--- config.mk ---
export PLATFORM = sky130hd
export DESIGN_NAME = compare_match_unit
export DESIGN_NICKNAME = d
export VERILOG_FILES = /design/src/compare_match_pkg.sv /design/src/match_detect.sv /design/src/compare_match_unit.sv
export SDC_FILE = /design/constraint.sdc
export NUM_CORES = 1
export LEC_CHECK = 0
export ABC_CLOCK_PERIOD_IN_PS = 2450
export BUFFER_PORTS_ARGS = -buffer_cell sky130_fd_sc_hd__buf_2
export CORE_AREA = 2 2 107 109
export CTS_BUF_LIST = sky130_fd_sc_hd__clkbuf_8
export CTS_CLUSTER_SIZE = 28
export DETAILED_ROUTE_END_ITERATION = 6
export DIE_AREA = 0 0 109 111
export GPL_ROUTABILITY_DRIVEN = 0
export HOLD_SLACK_MARGIN = 0.1
export SLEW_MARGIN = 15
export SYNTH_ARGS = -nofsm -noshare
export SYNTH_HDL_FRONTEND = slang
export SYNTH_SLANG_ARGS = --single-unit
--- constraint.sdc ---
create_clock -name MCLK -period 2.45 [get_ports MCLK]
set_input_delay 0.3675 -clock MCLK [delete_from_list [all_inputs] [get_ports MCLK]]
set_output_delay 0.3675 -clock MCLK [all_outputs]
set_load 0.01 [all_outputs]
--- src/compare_match_pkg.sv ---
package compare_match_pkg;

	// ----------------------------------------------------------------
	// register map (byte addresses)
	// ----------------------------------------------------------------
	localparam int          ADDR_W          = 4;
	localparam logic [3:0]  OFF_CONTROL     = 4'h0;
	localparam logic [3:0]  OFF_VALUE       = 4'h4;
	localparam logic [3:0]  OFF_STATUS      = 4'h8;

	// ----------------------------------------------------------------
	// field positions and reset values
	// ----------------------------------------------------------------
	localparam int          CTL_MODE_LSB    = 0;
	localparam int          CTL_TBASE_BIT   = 4;
	localparam int          CTL_DIR_BIT     = 5;
	localparam int          STS_FLAG_BIT    = 0;
	localparam int          STS_LATCH_BIT   = 1;
	localparam int          COUNT_W         = 16;
	localparam logic [3:0]  MODE_RST        = 4'h0;
	localparam logic        DIR_RST         = 1'b1;
	localparam logic [15:0] VALUE_RST       = 16'h0000;

	localparam logic [1:0]  RESP_OKAY       = 2'b00;
	localparam logic [1:0]  RESP_SLVERR     = 2'b10;

	// ----------------------------------------------------------------
	// compare modes
	// ----------------------------------------------------------------
	typedef enum logic [3:0] {
		MODE_OFF       = 4'b0000,
		MODE_TOGGLE    = 4'b0010,
		MODE_SET_HIGH  = 4'b1000,
		MODE_SET_LOW   = 4'b1001,
		MODE_SOFT_INT  = 4'b1010,
		MODE_SPECIAL   = 4'b1011
	} compare_mode_e;

	// timer reset and converter start pulses
	typedef struct packed {
		logic timer_a_reset;
		logic timer_b_reset;
		logic conv_start;
	} trigger_s;

	function automatic logic is_compare_mode(input logic [3:0] m);
		return (m == MODE_TOGGLE) || (m[3:2] == 2'b10);
	endfunction

	function automatic logic drives_pin(input logic [3:0] m);
		return (m == MODE_TOGGLE) || (m == MODE_SET_HIGH) || (m == MODE_SET_LOW);
	endfunction

	function automatic logic [7:0] merge_byte(input logic [7:0] old, input logic [7:0] nw, input logic en);
		return en ? nw : old;
	endfunction

endpackage

--- src/match_detect.sv ---
`timescale 1ns/1ps
module match_detect
	import compare_match_pkg::*;
#(
	parameter int W = COUNT_W
) (
	input  wire logic         clk,
	input  wire logic         rst_n,
	input  wire logic         enable,
	input  wire logic [W-1:0] count,
	input  wire logic [W-1:0] value,
	output logic              hit
);

	typedef struct packed {
		logic was_equal;
		logic hit;
	} det_s;

	det_s st;
	det_s next_st;
	logic equal;

	// ----------------------------------------------------------------
	// one pulse per occurrence of equality
	// ----------------------------------------------------------------
	always_comb begin
		equal             = enable && (count == value);
		next_st.was_equal = equal;
		next_st.hit       = equal && !st.was_equal;
	end

	always_ff @(posedge clk or negedge rst_n) begin
		if (!rst_n) begin
			st <= '0;
		end else begin
			st <= next_st;
		end
	end

	assign hit = st.hit;

endmodule

--- src/compare_match_unit.sv ---
`timescale 1ns/1ps
// How it works
// - compare value against selected timer count
// - match drives pin high, low, toggle
// - match flag set with the pin action
// - clearing control forces compare latch low
// - mode 1010 sets flag only
// - mode 1011 raises special event trigger
// - trigger resets the selected time base
// - trigger starts conversion only if enabled
module compare_match_unit
	import compare_match_pkg::*;
(
	input  wire logic               MCLK,
	input  wire logic               RST_N,
	input  wire logic [ADDR_W-1:0]  S_AWADDR,
	input  wire logic               S_AWVALID,
	output logic                    S_AWREADY,
	input  wire logic [31:0]        S_WDATA,
	input  wire logic [3:0]         S_WSTRB,
	input  wire logic               S_WVALID,
	output logic                    S_WREADY,
	output logic [1:0]              S_BRESP,
	output logic                    S_BVALID,
	input  wire logic               S_BREADY,
	input  wire logic [ADDR_W-1:0]  S_ARADDR,
	input  wire logic               S_ARVALID,
	output logic                    S_ARREADY,
	output logic [31:0]             S_RDATA,
	output logic [1:0]              S_RRESP,
	output logic                    S_RVALID,
	input  wire logic               S_RREADY,
	input  wire logic [COUNT_W-1:0] TIMER_A_COUNT,
	input  wire logic [COUNT_W-1:0] TIMER_B_COUNT,
	input  wire logic               PORT_LATCH,
	input  wire logic               CONV_ENABLED,
	output logic                    COMPARE_PIN_O,
	output logic                    COMPARE_PIN_OE,
	output trigger_s                TRIGGER
);

	typedef struct packed {
		logic                aw_held;
		logic [ADDR_W-1:0]   awaddr;
		logic                w_held;
		logic [31:0]         wdata;
		logic [3:0]          wstrb;
		logic                awready;
		logic                wready;
		logic                bvalid;
		logic [1:0]          bresp;
		logic                arready;
		logic                rvalid;
		logic [31:0]         rdata;
		logic [1:0]          rresp;
		logic [3:0]          mode;
		logic                time_base_b;
		logic                pin_dir;
		logic [COUNT_W-1:0]  value;
		logic                flag;
		logic                cmp_latch;
		logic                pin_o;
		logic                pin_oe;
		trigger_s            trig;
	} state_s;

	state_s             st;
	state_s             next_st;
	logic               hit;
	logic [COUNT_W-1:0] sel_count;
	logic               do_write;
	logic [31:0]        ctl_word;
	logic [31:0]        sts_word;

	// ----------------------------------------------------------------
	// time base selection and match detection
	// ----------------------------------------------------------------
	assign sel_count = st.time_base_b ? TIMER_B_COUNT : TIMER_A_COUNT;

	match_detect #(
		.W      (COUNT_W)
	) u_match (
		.clk    (MCLK),
		.rst_n  (RST_N),
		.enable (is_compare_mode(st.mode)),
		.count  (sel_count),
		.value  (st.value),
		.hit    (hit)
	);

	assign ctl_word = {26'h0000000, st.pin_dir, st.time_base_b, st.mode};
	assign sts_word = {30'h00000000, st.cmp_latch, st.flag};
	assign do_write = st.aw_held && st.w_held && !st.bvalid;

	// ----------------------------------------------------------------
	// next state
	// ----------------------------------------------------------------
	always_comb begin
		next_st = st;

		// write address and data are taken in either order
		if (S_AWVALID && st.awready) begin
			next_st.aw_held = 1'b1;
			next_st.awaddr  = S_AWADDR;
		end
		if (S_WVALID && st.wready) begin
			next_st.w_held = 1'b1;
			next_st.wdata  = S_WDATA;
			next_st.wstrb  = S_WSTRB;
		end
		if (st.bvalid && S_BREADY) begin
			next_st.bvalid = 1'b0;
		end

		// compare action on a match
		next_st.trig = '0;
		if (hit) begin
			next_st.flag = 1'b1;
			unique case (st.mode)
				MODE_SET_HIGH: next_st.cmp_latch = 1'b1;
				MODE_SET_LOW:  next_st.cmp_latch = 1'b0;
				MODE_TOGGLE:   next_st.cmp_latch = !st.cmp_latch;
				MODE_SPECIAL: begin
					next_st.trig.timer_a_reset = !st.time_base_b;
					next_st.trig.timer_b_reset = st.time_base_b;
					next_st.trig.conv_start    = CONV_ENABLED;
				end
				default: ;
			endcase
		end

		// register write
		if (do_write) begin
			next_st.aw_held = 1'b0;
			next_st.w_held  = 1'b0;
			next_st.bvalid  = 1'b1;
			next_st.bresp   = RESP_OKAY;
			unique case (st.awaddr)
				OFF_CONTROL: begin
					if (st.wstrb[0]) begin
						next_st.mode        = st.wdata[CTL_MODE_LSB +: 4];
						next_st.time_base_b = st.wdata[CTL_TBASE_BIT];
						next_st.pin_dir     = st.wdata[CTL_DIR_BIT];
						if (st.wdata[7:0] == 8'h00) begin
							next_st.cmp_latch = 1'b0;
						end
					end
				end
				OFF_VALUE: begin
					next_st.value[7:0]  = merge_byte(st.value[7:0], st.wdata[7:0], st.wstrb[0]);
					next_st.value[15:8] = merge_byte(st.value[15:8], st.wdata[15:8], st.wstrb[1]);
				end
				OFF_STATUS: begin
					// write one clears; a match in the same cycle wins
					if (st.wstrb[0] && st.wdata[STS_FLAG_BIT] && !hit) begin
						next_st.flag = 1'b0;
					end
				end
				default: next_st.bresp = RESP_SLVERR;
			endcase
		end

		next_st.awready = !next_st.aw_held && !next_st.bvalid;
		next_st.wready  = !next_st.w_held && !next_st.bvalid;

		// register read
		if (st.rvalid && S_RREADY) begin
			next_st.rvalid = 1'b0;
		end
		if (S_ARVALID && st.arready) begin
			next_st.rvalid = 1'b1;
			next_st.rresp  = RESP_OKAY;
			unique case (S_ARADDR)
				OFF_CONTROL: next_st.rdata = ctl_word;
				OFF_VALUE:   next_st.rdata = {16'h0000, st.value};
				OFF_STATUS:  next_st.rdata = sts_word;
				default: begin
					next_st.rdata = 32'h00000000;
					next_st.rresp = RESP_SLVERR;
				end
			endcase
		end
		next_st.arready = !next_st.rvalid;

		// pin: compare latch in driving modes, else the port latch
		next_st.pin_o  = drives_pin(next_st.mode) ? next_st.cmp_latch : PORT_LATCH;
		next_st.pin_oe = !next_st.pin_dir;
	end

	// ----------------------------------------------------------------
	// state register
	// ----------------------------------------------------------------
	always_ff @(posedge MCLK or negedge RST_N) begin
		if (!RST_N) begin
			st         <= '0;
			st.mode    <= MODE_RST;
			st.pin_dir <= DIR_RST;
			st.value   <= VALUE_RST;
		end else begin
			st <= next_st;
		end
	end

	// ----------------------------------------------------------------
	// outputs
	// ----------------------------------------------------------------
	assign S_AWREADY      = st.awready;
	assign S_WREADY       = st.wready;
	assign S_BVALID       = st.bvalid;
	assign S_BRESP        = st.bresp;
	assign S_ARREADY      = st.arready;
	assign S_RVALID       = st.rvalid;
	assign S_RDATA        = st.rdata;
	assign S_RRESP        = st.rresp;
	assign COMPARE_PIN_O  = st.pin_o;
	assign COMPARE_PIN_OE = st.pin_oe;
	assign TRIGGER        = st.trig;

endmodule

* Word level (Yosys, flattened, before mapping)
Index checks and enable logic that the tools add are counted.
Storage, ports and cells: register bits 114, input port bits 85, output and inout bits 46
Operators by class: eq/ne operators 13, multiplexer cells 28, reduce and logical (&&, ||, !) cells 34
Operator list (number):
- case mux 16 bit (3 select lines) | 1
- 2-to-1 mux 37 bit | 1
- 2-to-1 mux 35 bit | 1
- 2-to-1 mux 16 bit | 2
- equality test 4 bit, second input constant | 7
- 2-to-1 mux 24 bit | 1
- equality test 16 bit | 1
- 2-to-1 mux 8 bit | 2
- logical AND 1 bit | 13
- 2-to-1 mux 6 bit | 2
- zero test 1 bit | 10
- 2-to-1 mux 1 bit | 10
- 2-to-1 mux 3 bit | 3
- AND reduction 3 bit | 3
- equality test 4 x 2 -> 1 bit, second input constant | 2
- equality test 4 x 3 -> 1 bit, second input constant | 2
- zero test 4 bit | 2
- zero test 8 bit | 1
- 2-to-1 mux 2 bit | 3
- OR reduction 3 bit | 2
- 2-to-1 mux 5 bit | 1
- logical OR 1 bit | 3
- case mux 1 bit (3 select lines) | 1
- equality test 2 bit, second input constant | 1

* Longest topological paths before layout
depth after elaboration 11, mapped depth 6, gate-level depth less buffers 5

* Cells and area by module
Synthesis repeated with hierarchy kept, for this count alone.
Second synthesis, totals: cell total of the unflattened synthesis 304, area total of the unflattened synthesis 3769.9 sq um
By module, submodules not included:
- compare_match_unit | times used 1, cells an instance 279, area each 3533.4 sq um, seq. area each 1903.1 sq um
- match_detect | times used 1, cells an instance 25, area each 236.5 sq um, seq. area each 50.0 sq um

* Worst setup path after synthesis
No wires, ideal clock.
path kind register to register, start point register st (netlist bit S_BVALID), end point register st (netlist bit COMPARE_PIN_O), setup time 0.125 ns, arrival 1.475 ns, required time 2.325 ns, path slack 0.850 ns, stages on the path, launching flop included 6, buffers on the path 1, clock period less this slack 1.600 ns, path through dfrtp_1 -> and3b_1 -> buf_2 -> nand3_4 -> o221a_2 -> mux2_2
RTL lines:
- start, declared | line compare_match_unit.sv:67 | state_s st;
- start signal, assigned | line compare_match_unit.sv:200 | st <= next_st;

==> flow_summary.json <==
{
  "setup_viol": 0,
  "worst-slew-pin-transition_ns": 0.6867,
  "endpoint_kind": "flop",
  "min_path_type": "in -> reg",
  "irDropWorstVdd_mv": 0.4271,
  "placed_cell_area_sq_mm": 0.004151,
  "max_freq_mhz": 493.2,
  "setup_tns_ns": 0,
  "status": "finished, final reports clean",
  "hold_violations": 0,
  "clkLatencyLatePin_ns": 0.35,
  "synth.top_cells.by_area": "dfrtp_1 (52%), mux2_2 (13%), buf_4 (7.9%)",
  "antenna_found_initial": 0,
  "yosysTopAreaCell": "dfrtp_1",
  "p_per_area_mw_per_mm2": 991.7,
  "rsz0062_at_grt": "no",
  "vias": 2436,
  "yosysSeqAreaShare_pct": 52.56,
  "track_usage_pct": 14.16,
  "stdcell_area_sq_mm": 0.004369,
  "viasPerCell": 4.579,
  "worst-setup-path-type": "reg -> reg",
  "start_util_pct": 33.55,
  "n_antenna_cell": 0,
  "yosysMostFrequentCell": "dfrtp_1",
  "syn_to_final_growth_pct": 17.58,
  "firstDrtPassIters": 4,
  "fp.coreArea_sq_mm": 0.01108,
  "synth_ff_type": "dfrtp_1",
  "avgRoutedWirePerCell_um": 14.54,
  "numCtsBuffers": 9,
  "gr-total-overflow": 0,
  "ios": 131,
  "clockBufferDepth": 2,
  "cp.arrival_ns": 2.31,
  "cts.sinks": 78,
  "die_x_um": 109,
  "fin_crit_ns": 2.028,
  "yosysWarnings": 0,
  "rows": 39,
  "maxSlewHeadroom_pct": 54.22,
  "worstPathRequired_ns": 2.73,
  "first_global_vias": 2525,
  "crit_fanout": 14,
  "setup.worst_path.start_class": "flop",
  "synthTopCellsByCount": "dfrtp_1 (77), mux2_2 (42), buf_4 (39)",
  "synth_edf_count": 0,
  "fp.dieArea_sq_mm": 0.01210,
  "syn_inst": 302,
  "path_clk_slew_ns": 0.08,
  "io_buffer_count": 94,
  "nFillCells": 1071,
  "wirelength_mm": 7.736,
  "drc_errors": 0,
  "drtIter0Drc": 63,
  "cts_tree": "built",
  "syn_area_sq_mm": 0.003716,
  "clock-root-buffer": "clkbuf_8",
  "drive_gt1_share_pct": 41.65,
  "nets": 469,
  "synth.distinct_cells": 38,
  "grt_pass1_wl_mm": 12.99,
  "maxCapViolations": 0,
  "synth_seq_cells": 78,
  "async_flop_share_pct": 100.0,
  "place_hpwl_mm": 5.916,
  "p_leak_uw": 0.002160,
  "netlist.area_leader.share_pct": 51.85,
  "finalMaxSlewViolations": 0,
  "cts_resized": 0,
  "period_share_pct": 82.76,
  "die_y_um": 111,
  "ant_nets": 0,
  "syn-mean-instance-area_sq_um": 12.30,
  "grt_max_degree": 46,
  "finClkSkew_ns": 0.01520,
  "htree_levels": 3,
  "fin_hold_ws_ns": 0.2306
}
-- cell families (layout without fill, tap and decap cells) --
kind of cell,after synthesis,in the layout,synth area share [%]
compound gates,34,34,6.263
xor+xnor,17,17,4.007
buf+inv,51,121,9.394
flops,78,78,52.56
mux,65,65,18.92
other cells,1,18,0.1009
simple gates,56,56,8.754
-- report_power, final --
part / switching (uW) / leakage (uW) / internal, uW
Combinational: 491 / 0.00104 / 667
Sequential: 440 / 0.00100 / 1720
Clock: 455 / 0.000118 / 562
Total: 1390 / 0.00216 / 2950
-- final timing paths --
check                         endpoint  depth (start not counted)          start  slack [ns]
max                        u_match.hit                          6    ctl_word[4]        0.42
min                         TRIGGER[0]                          2   CONV_ENABLED        0.23
max reg2reg                u_match.hit                          6    ctl_word[4]        0.42
min reg2reg                u_match.hit                          1  u_match.st[1]        0.42
max in group asynchronous  S_RDATA[12]                          3          RST_N        1.28
min in group asynchronous       st[86]                          2          RST_N        0.57
-- cell usage in the layout (no fill, tap or decap), types with 2 or more instances in the layout --
cell and n:
and3b_1 2, nand4_1 4, buf_4 5, nor4_1 5, nand2b_1 2, nor3b_1 2
conb_1 18, buf_2 93, a22o_1 12, o21ai_0 10, nor3_2 2, mux2i_1 23
xor2_1 6, nor2_1 8, nor3_1 2, a21oi_1 7, and2_1 2, inv_1 9
clkbuf_8 9, xnor2_1 11, dfrtp_1 77, bufinv_16 2, nand2_1 14, nor2b_1 6
mux2_2 42
-- layer usage --
metal / vias to the layer above / part of all wire (%) / global-route usage, %
met5: - / 0 / 0
met3: 12 / 4.4 / 2.587
met1: 1185 / 45 / 18.65
met2: 67 / 48 / 22.15
li1: 1172 / - / -
met4: 0 / 2.6 / 7.094
-- through the flow --
stage | instances | power [uW] | utilization, % | setup slack (ns)
floorplan | 319 | 2983 | - | 0.8502
global placement | 515 | 3304 | 37.48 | 0.4833
detailed placement | 515 | 3357 | 37.48 | 0.3998
CTS | 532 | 4381 | 39.44 | 0.3851
global route | 532 | 4619 | 39.44 | 0.2451
finish | 532 | 4333 | 39.44 | 0.4223
-- critical path, cell delays in order (launching register included) --
cell     delay (ns)
dfrtp_1        0.79
buf_4          0.30
mux2i_1        0.23
xnor2_1        0.09
nor4_1         0.28
nand4_1        0.16
nor3_2         0.12
-- what timing repair did --
action / CTS / global route
endpoints found under the setup margin: 0 / 0
buffers inserted: 0 / 0
hold endpoints to repair: 43 / 0
hold buffers: 1 / 0
-- registers in the layout, indices dropped and copies added, names as in the netlist --
| register | flops |
|---|---|
| ctl_word | 6 |
| COMPARE_PIN_O | 1 |
| u_match.st | 1 |
| TRIGGER | 3 |
| S_BRESP | 1 |
| S_RRESP | 1 |
| S_RDATA | 16 |
| S_WREADY | 1 |
| S_AWREADY | 1 |
| u_match.hit | 1 |
| COMPARE_PIN_OE | 1 |
| st | 42 |
| S_RVALID | 1 |
| S_BVALID | 1 |
| S_ARREADY | 1 |
-- area by class of cell --
cell class | count | area, sq um | share of cell area (%)
sequential | 78 | 1953 | 44.70
multi-input combinational | 190 | 1478 | 33.82
timing repair buffer | 100 | 533.0 | 12.20
tap | 143 | 178.9 | 4.095
clock buffer | 9 | 123.9 | 2.835
clock inverter | 7 | 83.83 | 1.919
inverter | 5 | 18.77 | 0.4296
Note: power is estimated with default switching activity, not from simulation.
